--- config.mk ---
export PLATFORM = sky130hd
export DESIGN_NAME = cfar_router
export DESIGN_NICKNAME = d
export VERILOG_FILES = /design/src/hdl/cfar_pkg.sv /design/src/hdl/cfar_decode.sv /design/src/hdl/cfar_router.sv
export SDC_FILE = /design/constraint.sdc
export NUM_CORES = 1
export LEC_CHECK = 0
export BUFFER_PORTS_ARGS = -buffer_cell sky130_fd_sc_hd__buf_2
export CORE_UTILIZATION = 35
export DETAILED_ROUTE_END_ITERATION = 10
export PLACE_DENSITY_LB_ADDON = 0.2
export SLEW_MARGIN = 20
export SYNTH_ARGS = -nofsm -noshare
export SYNTH_HDL_FRONTEND = slang
export SYNTH_SLANG_ARGS = --single-unit
--- constraint.sdc ---
create_clock -name ref_clk -period 2.9 [get_ports ref_clk]
set_input_delay 0.58 -clock ref_clk [delete_from_list [all_inputs] [get_ports ref_clk]]
set_output_delay 0.58 -clock ref_clk [all_outputs]
set_load 0.05 [all_outputs]
--- src/hdl/cfar_pkg.sv ---
// Behaviour
// - non-zero bus equal to downstream_bus_id gives graphics-port Type 0 cycle
// - Type 0 graphics-port cycle to devices 0..15 drives one IDSEL line, device n on line 16+n
// - device above 15: Type 0 cycle without IDSEL, master abort recorded in bridge
// - hub link configuration cycles carry device number on address bits 15:11
// - graphics-port Type 1 cycles carry device number on bits 15:11
// - function number drives address/data bits 10:8 of every hub link and graphics-port configuration cycle
// - bus 0 devices 0..2 accept function 000b only, others master abort
// - pointer bits 7:2 pick the dword register, bits 1:0 reserved
// - with enable set, data window I/O accesses map into configuration space
// - only the pointer plus data window mechanism exists
// - no configuration cycle while pointer enable bit is clear
// - with enable set, every data window read or write becomes the matching configuration cycle, except bus 0 devices 0..2 with function other than 000b
// - pointer bits 23:16 are the bus number, zero means logical bus 0
// - bus 0: device 0 host bridge, 1 graphics bridge, 2 graphics unit
// - cycles to internal devices 0..2 complete inside, never reach hub
// - bus 0 devices 3..31 are forwarded over the hub link
// - non-zero bus outside graphics-port range goes to hub as configuration cycle
// - bus above downstream_bus_id and up to last_bus_id gives graphics-port Type 1
// - pointer captured on dword access only, partial accesses pass downstream as I/O
package cfar_pkg;

  localparam logic [15:0] CFAR_PTR_IO_ADDR  = 16'h0CF8;
  localparam logic [15:0] CFAR_DATA_IO_ADDR = 16'h0CFC;
  localparam logic [31:0] CFAR_PTR_RESET    = 32'h00000000;
  localparam logic [31:0] CFAR_PTR_WMASK    = 32'h80FFFFFC;
  localparam logic [31:0] CFAR_ABORT_DATA   = 32'hFFFFFFFF;
  localparam logic [3:0]  CFAR_BE_DWORD     = 4'hF;
  localparam int          CFAR_EN_BIT       = 31;
  localparam int          CFAR_BUS_LSB      = 16;
  localparam int          CFAR_DEV_LSB      = 11;
  localparam int          CFAR_FN_LSB       = 8;
  localparam int          CFAR_REG_LSB      = 2;
  localparam int          CFAR_IDSEL_BASE   = 16;
  localparam logic [4:0]  CFAR_IDSEL_MAX    = 5'h0F;
  localparam logic [4:0]  CFAR_INT_DEV_LAST = 5'h02;
  localparam logic [2:0]  CFAR_FN_ONLY      = 3'h0;
  localparam logic [7:0]  CFAR_BUS_ZERO     = 8'h00;
  localparam logic [1:0]  CFAR_TYPE0_LOW    = 2'h0;
  localparam logic [1:0]  CFAR_TYPE1_LOW    = 2'h1;

  typedef enum logic [1:0] {
    CFAR_CYC_IO,
    CFAR_CYC_CFG0,
    CFAR_CYC_CFG1
  } cfar_kind_e;

  typedef enum logic [1:0] {
    CFAR_RT_INTERNAL,
    CFAR_RT_INT_ABORT,
    CFAR_RT_GP,
    CFAR_RT_HUB
  } cfar_route_e;

  typedef struct packed {
    logic        wr;
    logic [15:0] addr;
    logic [3:0]  be;
    logic [31:0] wdata;
  } cfar_io_s;

  typedef struct packed {
    logic        wr;
    cfar_kind_e  kind;
    logic [31:0] addr;
    logic [3:0]  be;
    logic [31:0] wdata;
  } cfar_cyc_s;

  typedef struct packed {
    logic        wr;
    logic [1:0]  dev;
    logic [5:0]  regn;
    logic [3:0]  be;
    logic [31:0] wdata;
  } cfar_int_s;

  function automatic logic [7:0] cfar_bus(input logic [31:0] p);
    return p[CFAR_BUS_LSB +: 8];
  endfunction

  function automatic logic [4:0] cfar_dev(input logic [31:0] p);
    return p[CFAR_DEV_LSB +: 5];
  endfunction

  function automatic logic [2:0] cfar_fn(input logic [31:0] p);
    return p[CFAR_FN_LSB +: 3];
  endfunction

  function automatic logic [5:0] cfar_reg(input logic [31:0] p);
    return p[CFAR_REG_LSB +: 6];
  endfunction

  function automatic logic [13:0] cfar_io_word(input logic [15:0] a);
    return a[15:2];
  endfunction

endpackage

--- src/hdl/cfar_decode.sv ---
`timescale 1ns/10ps
`default_nettype none
module cfar_decode (
  input  wire logic [31:0]         ptr,
  input  wire logic [7:0]          sec_bus,
  input  wire logic [7:0]          sub_bus,
  output cfar_pkg::cfar_route_e    route,
  output cfar_pkg::cfar_kind_e     kind,
  output logic [31:0]              cyc_addr
);
  import cfar_pkg::*;

  logic [7:0] bus;
  logic [4:0] dev;
  logic [2:0] fn;
  logic [5:0] regn;
  logic [31:0] idsel;

  always_comb begin
    bus  = cfar_bus(ptr);
    dev  = cfar_dev(ptr);
    fn   = cfar_fn(ptr);
    regn = cfar_reg(ptr);
    idsel = '0;
    if (dev <= CFAR_IDSEL_MAX) begin
      idsel[CFAR_IDSEL_BASE + int'(dev)] = 1'b1;
    end
  end

  always_comb begin
    route    = CFAR_RT_HUB;
    kind     = CFAR_CYC_CFG0;
    cyc_addr = {16'h0000, dev, fn, regn, CFAR_TYPE0_LOW};
    if (bus == CFAR_BUS_ZERO) begin
      if (dev <= CFAR_INT_DEV_LAST) begin
        route = (fn == CFAR_FN_ONLY) ? CFAR_RT_INTERNAL : CFAR_RT_INT_ABORT;
      end
    end else if (bus == sec_bus) begin
      route    = CFAR_RT_GP;
      cyc_addr = idsel | {21'h000000, fn, regn, CFAR_TYPE0_LOW};
    end else if (bus > sec_bus && bus <= sub_bus) begin
      route    = CFAR_RT_GP;
      kind     = CFAR_CYC_CFG1;
      cyc_addr = {8'h00, bus, dev, fn, regn, CFAR_TYPE1_LOW};
    end else begin
      kind     = CFAR_CYC_CFG1;
      cyc_addr = {8'h00, bus, dev, fn, regn, CFAR_TYPE1_LOW};
    end
  end

endmodule
`default_nettype wire

--- src/hdl/cfar_router.sv ---
`timescale 1ns/10ps
`default_nettype none
// single mechanism: pointer at one I/O dword, data window at the next
module cfar_router (
  input  wire logic                ref_clk,
  input  wire logic                arst_n,
  // host processor I/O cycles
  input  wire logic                host_valid,
  input  wire cfar_pkg::cfar_io_s  host_req,
  output logic                     host_busy,
  output logic                     host_done,
  output logic [31:0]              host_rdata,
  // bridge bus range from the graphics-port bridge registers
  input  wire logic [7:0]          downstream_bus_id,
  input  wire logic [7:0]          last_bus_id,
  // hub link
  output logic                     hub_valid,
  output cfar_pkg::cfar_cyc_s      hub_cyc,
  input  wire logic                hub_done,
  input  wire logic [31:0]         hub_rdata,
  input  wire logic                hub_mabort,
  // graphics-port bus
  output logic                     gp_valid,
  output cfar_pkg::cfar_cyc_s      gp_cyc,
  input  wire logic                gp_done,
  input  wire logic [31:0]         gp_rdata,
  input  wire logic                gp_mabort,
  output logic                     bridge_mabort,
  // internal configuration registers of devices 0..2
  output logic                     int_valid,
  output cfar_pkg::cfar_int_s      int_req,
  input  wire logic                int_done,
  input  wire logic [31:0]         int_rdata,
  // pointer enable bit
  output logic                     config_access_enable
);
  import cfar_pkg::*;

  typedef enum logic [1:0] {
    S_IDLE,
    S_INT,
    S_GP,
    S_HUB
  } cfar_state_e;

  typedef enum logic [1:0] {
    CL_PTR,
    CL_CFG,
    CL_PASS
  } cfar_class_e;

  cfar_state_e  state_r;
  cfar_state_e  state_nxt;
  cfar_class_e  cls;
  cfar_route_e  route;
  cfar_kind_e   kind;
  logic [31:0]  cyc_addr;
  logic [31:0]  ptr_r;
  logic         take;
  logic         ptr_hit;
  logic         data_hit;
  logic [13:0]  io_word;
  logic         immediate;
  logic         fin;
  logic [31:0]  fin_data;

  // answer registers toward the host
  logic         host_busy_r;
  logic         host_done_r;
  logic [31:0]  host_rdata_r;

  // downstream request registers
  logic         hub_valid_r;
  cfar_cyc_s    hub_cyc_r;
  logic         gp_valid_r;
  cfar_cyc_s    gp_cyc_r;
  logic         int_valid_r;
  cfar_int_s    int_req_r;
  logic         bridge_mabort_r;

  // one strobe per target to launch a cycle and one to end it
  logic         go_int;
  logic         go_gp;
  logic         go_hub;
  logic         end_int;
  logic         end_gp;
  logic         end_hub;

  cfar_decode u_decode (
    .ptr      (ptr_r),
    .sec_bus  (downstream_bus_id),
    .sub_bus  (last_bus_id),
    .route    (route),
    .kind     (kind),
    .cyc_addr (cyc_addr)
  );

  // request classification
  always_comb begin
    take     = host_valid && (state_r == S_IDLE);
    io_word  = cfar_io_word(host_req.addr);
    ptr_hit  = (io_word == cfar_io_word(CFAR_PTR_IO_ADDR))
               && (host_req.be == CFAR_BE_DWORD);
    data_hit = io_word == cfar_io_word(CFAR_DATA_IO_ADDR);
    if (ptr_hit) begin
      cls = CL_PTR;
    end else if (data_hit && ptr_r[CFAR_EN_BIT]) begin
      cls = CL_CFG;
    end else begin
      cls = CL_PASS;
    end
    immediate = take && ((cls == CL_PTR)
                || ((cls == CL_CFG) && (route == CFAR_RT_INT_ABORT)));
  end

  // state sequencing
  always_comb begin
    state_nxt = state_r;
    unique case (state_r)
      S_IDLE: begin
        if (take) begin
          unique case (cls)
            CL_PTR: begin
              state_nxt = S_IDLE;
            end
            CL_CFG: begin
              unique case (route)
                CFAR_RT_INTERNAL:  state_nxt = S_INT;
                CFAR_RT_INT_ABORT: state_nxt = S_IDLE;
                CFAR_RT_GP:        state_nxt = S_GP;
                CFAR_RT_HUB:       state_nxt = S_HUB;
              endcase
            end
            CL_PASS: begin
              state_nxt = S_HUB;
            end
          endcase
        end
      end
      S_INT: begin
        if (int_done) begin
          state_nxt = S_IDLE;
        end
      end
      S_GP: begin
        if (gp_done) begin
          state_nxt = S_IDLE;
        end
      end
      S_HUB: begin
        if (hub_done) begin
          state_nxt = S_IDLE;
        end
      end
    endcase
  end

  always_ff @(posedge ref_clk or negedge arst_n) begin
    if (!arst_n) begin
      state_r <= S_IDLE;
    end else begin
      state_r <= state_nxt;
    end
  end

  // completion of a downstream cycle
  always_comb begin
    fin      = 1'b0;
    fin_data = CFAR_ABORT_DATA;
    unique case (state_r)
      S_IDLE: begin
        fin = 1'b0;
      end
      S_INT: begin
        fin      = int_done;
        fin_data = int_rdata;
      end
      S_GP: begin
        fin      = gp_done;
        fin_data = gp_mabort ? CFAR_ABORT_DATA : gp_rdata;
      end
      S_HUB: begin
        fin      = hub_done;
        fin_data = hub_mabort ? CFAR_ABORT_DATA : hub_rdata;
      end
    endcase
  end

  // pointer register
  always_ff @(posedge ref_clk or negedge arst_n) begin
    if (!arst_n) begin
      ptr_r <= CFAR_PTR_RESET;
    end else if (take && (cls == CL_PTR) && host_req.wr) begin
      ptr_r <= host_req.wdata & CFAR_PTR_WMASK;
    end
  end

  // launch and completion strobes per target
  always_comb begin
    go_int  = take && (state_nxt == S_INT);
    go_gp   = take && (state_nxt == S_GP);
    go_hub  = take && (state_nxt == S_HUB);
    end_int = (state_r == S_INT) && int_done;
    end_gp  = (state_r == S_GP) && gp_done;
    end_hub = (state_r == S_HUB) && hub_done;
  end

  // busy while a downstream cycle is outstanding
  always_ff @(posedge ref_clk or negedge arst_n) begin
    if (!arst_n) begin
      host_busy_r <= 1'b0;
    end else begin
      host_busy_r <= state_nxt != S_IDLE;
    end
  end

  // one-cycle answer strobe
  always_ff @(posedge ref_clk or negedge arst_n) begin
    if (!arst_n) begin
      host_done_r <= 1'b0;
    end else begin
      host_done_r <= immediate || fin;
    end
  end

  // answer data, held until the next answer
  always_ff @(posedge ref_clk or negedge arst_n) begin
    if (!arst_n) begin
      host_rdata_r <= '0;
    end else if (immediate) begin
      // pointer writes answer zero
      if (cls == CL_PTR) begin
        host_rdata_r <= host_req.wr ? '0 : ptr_r;
      end else begin
        host_rdata_r <= CFAR_ABORT_DATA;
      end
    end else if (fin) begin
      host_rdata_r <= fin_data;
    end
  end

  // hub link request strobe
  always_ff @(posedge ref_clk or negedge arst_n) begin
    if (!arst_n) begin
      hub_valid_r <= 1'b0;
    end else if (go_hub) begin
      hub_valid_r <= 1'b1;
    end else if (end_hub) begin
      hub_valid_r <= 1'b0;
    end
  end

  // hub link request fields, held while the cycle is outstanding
  always_ff @(posedge ref_clk or negedge arst_n) begin
    if (!arst_n) begin
      hub_cyc_r <= '0;
    end else if (go_hub) begin
      hub_cyc_r.wr    <= host_req.wr;
      hub_cyc_r.be    <= host_req.be;
      hub_cyc_r.wdata <= host_req.wdata;
      // pass-through I/O keeps the host address as is
      if (cls == CL_PASS) begin
        hub_cyc_r.kind <= CFAR_CYC_IO;
        hub_cyc_r.addr <= {16'h0000, host_req.addr};
      end else begin
        hub_cyc_r.kind <= kind;
        hub_cyc_r.addr <= cyc_addr;
      end
    end
  end

  // graphics-port request strobe
  always_ff @(posedge ref_clk or negedge arst_n) begin
    if (!arst_n) begin
      gp_valid_r <= 1'b0;
    end else if (go_gp) begin
      gp_valid_r <= 1'b1;
    end else if (end_gp) begin
      gp_valid_r <= 1'b0;
    end
  end

  // graphics-port request fields
  always_ff @(posedge ref_clk or negedge arst_n) begin
    if (!arst_n) begin
      gp_cyc_r <= '0;
    end else if (go_gp) begin
      gp_cyc_r.wr    <= host_req.wr;
      gp_cyc_r.be    <= host_req.be;
      gp_cyc_r.wdata <= host_req.wdata;
      gp_cyc_r.kind  <= kind;
      gp_cyc_r.addr  <= cyc_addr;
    end
  end

  // master abort on the graphics port goes to the bridge status
  always_ff @(posedge ref_clk or negedge arst_n) begin
    if (!arst_n) begin
      bridge_mabort_r <= 1'b0;
    end else begin
      bridge_mabort_r <= end_gp && gp_mabort;
    end
  end

  // internal register request strobe
  always_ff @(posedge ref_clk or negedge arst_n) begin
    if (!arst_n) begin
      int_valid_r <= 1'b0;
    end else if (go_int) begin
      int_valid_r <= 1'b1;
    end else if (end_int) begin
      int_valid_r <= 1'b0;
    end
  end

  // internal register request fields
  always_ff @(posedge ref_clk or negedge arst_n) begin
    if (!arst_n) begin
      int_req_r <= '0;
    end else if (go_int) begin
      int_req_r.wr    <= host_req.wr;
      // only devices 0..2 route here, two bits suffice
      int_req_r.dev   <= ptr_r[CFAR_DEV_LSB +: 2];
      int_req_r.regn  <= cfar_reg(ptr_r);
      int_req_r.be    <= host_req.be;
      int_req_r.wdata <= host_req.wdata;
    end
  end

  assign host_busy            = host_busy_r;
  assign host_done            = host_done_r;
  assign host_rdata           = host_rdata_r;
  assign hub_valid            = hub_valid_r;
  assign hub_cyc              = hub_cyc_r;
  assign gp_valid             = gp_valid_r;
  assign gp_cyc               = gp_cyc_r;
  assign bridge_mabort        = bridge_mabort_r;
  assign int_valid            = int_valid_r;
  assign int_req              = int_req_r;
  assign config_access_enable = ptr_r[CFAR_EN_BIT];

endmodule
`default_nettype wire
# == After elaboration in Yosys (flattened, before gate mapping) ==
# Index checks and enable logic that the tools add are counted.
# totals
ff_bits,250
input_bits,173
out_inout_bits,226
# classes
n_lt_le_gt_ge,6
bitwise,1
n_reduce_logical,28
n_eq_ne,15
addsub,1
muxes,36
# op_table
operator,count
32-bit two-way mux,9
32-bit case mux with 3 select lines,1
34-bit two-way mux,1
"32-bit by 1-bit >= comparator with 1-bit output, second input constant",1
"32-bit by 7-bit less-than comparator with 1-bit output, second input constant",1
32-bit by 11-bit bitwise OR with 32-bit output,1
"14-bit by 10-bit equality test with 1-bit output, second input constant",2
2-bit two-way mux,11
1-bit logical AND,16
2-bit case mux with 4 select lines,2
"2-bit equality test, second input constant",7
2-bit nonzero test,5
1-bit two-way mux,9
"2-bit by 1-bit equality test with 1-bit output, second input constant",4
8-bit equality test,1
8-bit greater-than comparator,1
8-bit less-or-equal comparator,1
8-bit logical NOT,1
"5-bit by 5-bit adder with 6-bit output, first input constant",1
2-bit logical NOT,3
2-bit case mux with 3 select lines,1
1-bit demux with 5-bit select,1
"5-bit by 2-bit less-or-equal comparator with 1-bit output, second input constant",1
"5-bit by 4-bit less-or-equal comparator with 1-bit output, second input constant",1
other kinds (4),5

# == Longest topological paths before layout ==
# depth
depth_word,13
mapped_depth,13

# == Cells and area by module ==
# From an unflattened synthesis, not the netlist that was laid out.
# hier_totals
hier_cells,935
area_unflattened_um2,11407.2
# modules_own_cells
mod,area_per_inst_um2,cells_per_inst,seq_area_each_um2,n_inst
cfar_router,10672.7,820,6256.0,1
cfar_decode,734.5,115,0.0,1

# == Worst setup path after synthesis ==
# Ideal clock, no wire load.
# synth_timing
path_type,input to register
from,in last_bus_id[7]
to,"reg hub_cyc_r, in the netlist hub_cyc[61]"
stages,12
setup_slack_ns,-0.340
arrival_ns,3.115
required_time_ns,2.775
path_cell_list,inv_1 ha_1 nand4_1 nor3_1 nor2_1 a221oi_1 o21ai_0 ha_1 o21ai_0 a21oi_1 buf_2 mux2_2
# synth_between
elab_chain_len,12
elab_cells_between_ends,15
cone_classes,1 x order compare; 4 x eq/ne; 7 x mux; 3 x reduce/logical
# synth_rtl
element,line_no,text
"start, declared",cfar_router.sv:15,"input wire logic [7:0] last_bus_id,"
8-bit less-or-equal comparator (*),cfar_decode.sv:41,end else if (bus > sec_bus && bus <= sub_bus) begin
1-bit logical AND (*),cfar_decode.sv:41,
1-bit two-way mux (*),cfar_decode.sv:41,
2-bit two-way mux (*),cfar_decode.sv:38,end else if (bus == sec_bus) begin
2-bit two-way mux (*),cfar_decode.sv:34,if (bus == CFAR_BUS_ZERO) begin
2-bit equality test (tied with other cells),cfar_router.sv:127,unique case (route)
2-bit case mux with 4 select lines (*),cfar_router.sv:127,
2-bit case mux with 3 select lines (*),cfar_router.sv:122,unique case (cls)
2-bit two-way mux (*),cfar_router.sv:121,if (take) begin
2-bit case mux with 4 select lines (*),cfar_router.sv:119,unique case (state_r)
2-bit equality test (*),cfar_router.sv:202,go_hub = take && (state_nxt == S_HUB);
1-bit logical AND (*),cfar_router.sv:202,
"end, declared",cfar_router.sv:74,cfar_cyc_s hub_cyc_r;
# Every way passes the cells marked *; elsewhere a longest branch is shown, timed or not.
# A chain may end at the register's enable or synchronous reset.

# == Worst setup path in the final report ==
# layout_timing
from,reg ptr_r[21]
to,"reg gp_cyc_r, in the netlist gp_cyc[34]"
# layout_between
elab_chain_len,12
elab_cells_between_ends,18
cone_classes,2 x order compare; 5 x eq/ne; 7 x mux; 4 x reduce/logical
# layout_rtl
element,line_no,text
"start, declared",cfar_router.sv:58,logic [31:0] ptr_r;
"start signal, assigned",cfar_router.sv:194,ptr_r <= host_req.wdata & CFAR_PTR_WMASK;
8-bit greater-than comparator or 8-bit less-or-equal comparator (tied branches),cfar_decode.sv:41,
1-bit logical AND,cfar_decode.sv:41,
1-bit two-way mux,cfar_decode.sv:41,
2-bit two-way mux,cfar_decode.sv:38,
2-bit two-way mux (*),cfar_decode.sv:34,
2-bit equality test (tied with other cells),cfar_router.sv:127,
2-bit case mux with 4 select lines (*),cfar_router.sv:127,
2-bit case mux with 3 select lines (*),cfar_router.sv:122,
2-bit two-way mux (*),cfar_router.sv:121,
2-bit case mux with 4 select lines (*),cfar_router.sv:119,
2-bit equality test (*),cfar_router.sv:201,go_gp = take && (state_nxt == S_GP);
1-bit logical AND (*),cfar_router.sv:201,
"end, declared",cfar_router.sv:76,cfar_cyc_s gp_cyc_r;
# Marks and branches as above.

==> impl_metrics.toml <==
[run_status]
status = "complete, but fails checks"
violations = "setup timing"

[layout]
area_growth_pct = 41.7
diodes = 0
nNetsFinal = 1599
instances_no_fill = 1870
drive_gt1_share_pct = 54.3
layout_commonest_cell = "buf_2"
final_util_pct = 50.2
final_cell_mix = "buf_2, dfrtp_1, mux2_2"

[die]
placementRows = 66
die-area_sq_um = 33600
io_pins = 399
die_y_um = 183
die_x_um = 183
start_util_pct = 35.4
core_area_sq_um = 32500

[global_routing]
grt_pass1_wl_mm = 56.1
grt_pass1_vias = 9336
grt-ovfl-total = 0
grt_start_max_net_pins = 69
antenna_found_initial = 2
grt_usage_pct = 21.8

[logic_synthesis]
synth_edf_count = 0
synth_top_family_by_area = "multiplexers"
syn_area_sq_um = 11500
yosys.area_share.simple_pct = 6.46
synthArstFlopShare_pct = 100
synth_xor_area_share_pct = 0
synth_cell_type_count = 49
synth_fa_ha_area_share_pct = 1.85
ys_ff_latch = 250
yosysWarningCount = 0
synth_ff_type = "dfrtp_1"
synth-compound-area-share_pct = 10.3
synth_nets = 1107
yosysSeqAreaShare_pct = 54.4
postSynthAreaPerCell_sq_um = 12.5
postSynthCellCount = 917
synth.area.mux_share_pct = 22.2

[placed_design]
portBuffers = 398
place_congestion = 0.802
hpwl_mm = 28.0
dp_cells = 1787

[power_and_ir_drop]
p_sw_share_pct = 41.5
p_clk_share_pct = 26.1
ir_drop_uv = 536
sequentialPowerShare_pct = 33.0
p_int_w = 0.00793
p_sw_w = 0.00562
power_w = 0.0135
leakagePower_nw = 8.72
combPwrFrac_pct = 40.9
powerDensity_nw_per_um2 = 832

[clock_network]
cts_buffers = 28
clk_latency_ps = 570
cts.sinks = 250
cts_tree = "done"
clockRootBuffer = "clkbuf_16"
cts_max_level = 1
cts_buffer_depth = 3
clkSlewWorstSetupHoldPaths_ps = 60

[timing]
min_period_ps = 3020
setup_viol = 159
max_freq_mhz = 331
post-route-worst-setup-slack_ps = -123
fin_crit_sh_pct = 104
hold_viol = 0
skew_ps = 32.7
worst_slew_pin_slew_ps = 594
drv_slew = 0
rsz0062_at_grt = "yes"
slew_headroom_pct = 60.4

[routing]
wl_met3_mm = 2.60
wirelength_mm = 38.2
dr.pass1.iters = 6
top_layer = "met4"
post-route-drc-count = 0
drt_iter0_markers = 338
vias = 9230
via_per_inst = 4.94
wl_met1_mm = 16.5
route.met2.wl_mm = 18.2
postRouteAntennaNets = 0
wl_per_cell_um = 20.4

[setup_path]
cp-start-kind = "flop"
reg2regPathDepth = 13
reg2reg_from = "ptr_r[21]"
arrival_ps = 3480
critPathMaxFanout = 7
r2r-end = "gp_cyc[34]"
worstPathRequired_ps = 3350
cp-end-kind = "flop"
startpoint = "ptr_r[21]"
setup.worst_path.class = "reg -> reg"
regToRegSetupSlack_ps = -120

[flow_run]
drv_cap = 0

[hold_path]
whs_endpoint = "hub_cyc[26]"
hold_class = "in -> reg"
hold_start = "host_req[26]"
hold_depth = 2
==> stage by stage <==
| stage | TNS, ps | cell area (sq um) | hold slack, ps | setup slack [ps] |
|---|---|---|---|---|
| CTS | -15530 | 15900 | 251 | -132 |
| detailed placement | -78290 | 14600 | 461 | -463 |
| global route | -30500 | 16300 | 258 | -250 |
| finish | -9060 | 16300 | 271 | -123 |
| floorplan | 0 | 11600 | 284 | 3.89 |
| global placement | -74970 | 14600 | 458 | -445 |
==> cells in the mapped netlist (all sizes together), types with 5 or more instances <==
| cell | instances | area share [%] |
|---|---|---|
| nand3 | 6 | 0.26 |
| dfrtp | 250 | 54 |
| a21oi | 37 | 1.6 |
| mux2i | 28 | 2.4 |
| nand2 | 53 | 1.7 |
| buf | 28 | 1.8 |
| a221o | 15 | 1.3 |
| nor3 | 17 | 0.78 |
| o221ai | 32 | 2.4 |
| a211o | 10 | 0.76 |
| clkbuf | 30 | 0.98 |
| mux2 | 184 | 20 |
| a22oi | 8 | 0.52 |
| a2bb2oi | 7 | 0.53 |
| nand4 | 8 | 0.44 |
| ha | 17 | 1.8 |
| nor2 | 32 | 1.1 |
| inv | 59 | 1.9 |
| a31oi | 9 | 0.49 |
| o21ai | 29 | 1.3 |
| nand2b | 12 | 0.65 |
| a21o | 5 | 0.33 |
| nor4 | 7 | 0.38 |
==> final cells by class <==
cell class                      count  area [sq um]
Clock buffer                       37           774
Clock inverter                     12           141
Fill cell                        2983         16200
Inverter                           60           225
Multi-Input combinational cell    549          5000
Sequential cell                   250          6260
Tap cell                          442           553
Timing Repair Buffer              520          3330
==> metal layers <==
| layer | GRT usage, % | vias to the layer above |
|---|---|---|
| met5 | 0 | - |
| met4 | 6.10 | 0 |
| met3 | 5.04 | 55 |
| met2 | 36.5 | 340 |
| met1 | 28.2 | 4545 |
| li1 | - | 4290 |
==> sequential cells by signal, indices dropped and copies added (netlist names) <==
name,count
gp_cyc,71
hub_cyc,71
hub_valid,1
host_rdata,32
int_valid,1
int_req,45
host_busy,1
gp_valid,1
ptr_r,23
bridge_mabort,1
host_done,1
state_r,2
==> what timing repair did <==
| item | CTS | global route |
|---|---|---|
| pin swaps | 3 | 4 |
| hold buffers | 1 | 0 |
| hold endpoints to repair | 27 | 0 |
| cloned | 3 | 4 |
| buffers inserted | 14 | 13 |
| setup endpoints to repair | 199 | 213 |
| resized for setup | 48 | 40 |
==> logic make-up after synthesis <==
kind of cell,after synthesis
buffers and inverters,118
muxes,212
and+or+nand+nor,154
AOI/OAI and AO/OA,166
DFF,250
adders and majority gates,17
==> critical path: stages, from the launching register on <==
cell	delay [ps]
dfrtp_2	470
buf_4	160
nor4_4	310
nand4_1	130
buf_4	180
o41ai_4	270
o21ai_4	100
ha_4	250
nor3_4	130
nand4_1	160
buf_6	190
buf_12	130
buf_16	140
mux2_4	290
==> how the worst max path moves through the flow <==
stage                      to  slack (ps)  cells past startpoint
4_1_cts             gp_cyc[3]        -130                     14
2_1_floorplan  host_rdata[21]           4                     12
3_5_place_dp       gp_cyc[43]        -460                     14
5_1_grt             gp_cyc[7]        -250                     15
6_report           gp_cyc[34]        -120                     13
3_3_place_gp        gp_cyc[6]        -440                     14
==> power by group through the flow <==
stage / combinational (W) / clock, W / sequential [W]
6_report: 0.00554 / 0.00353 / 0.00448
5_1_grt: 0.00584 / 0.00374 / 0.00456
4_1_cts: 0.00544 / 0.00361 / 0.00447
3_5_place_dp: 0.00532 / 0 / 0.00452
3_3_place_gp: 0.00528 / 0 / 0.00450
2_1_floorplan: 0.00162 / 0 / 0.00668
Note: power is estimated with default switching activity, not from simulation.
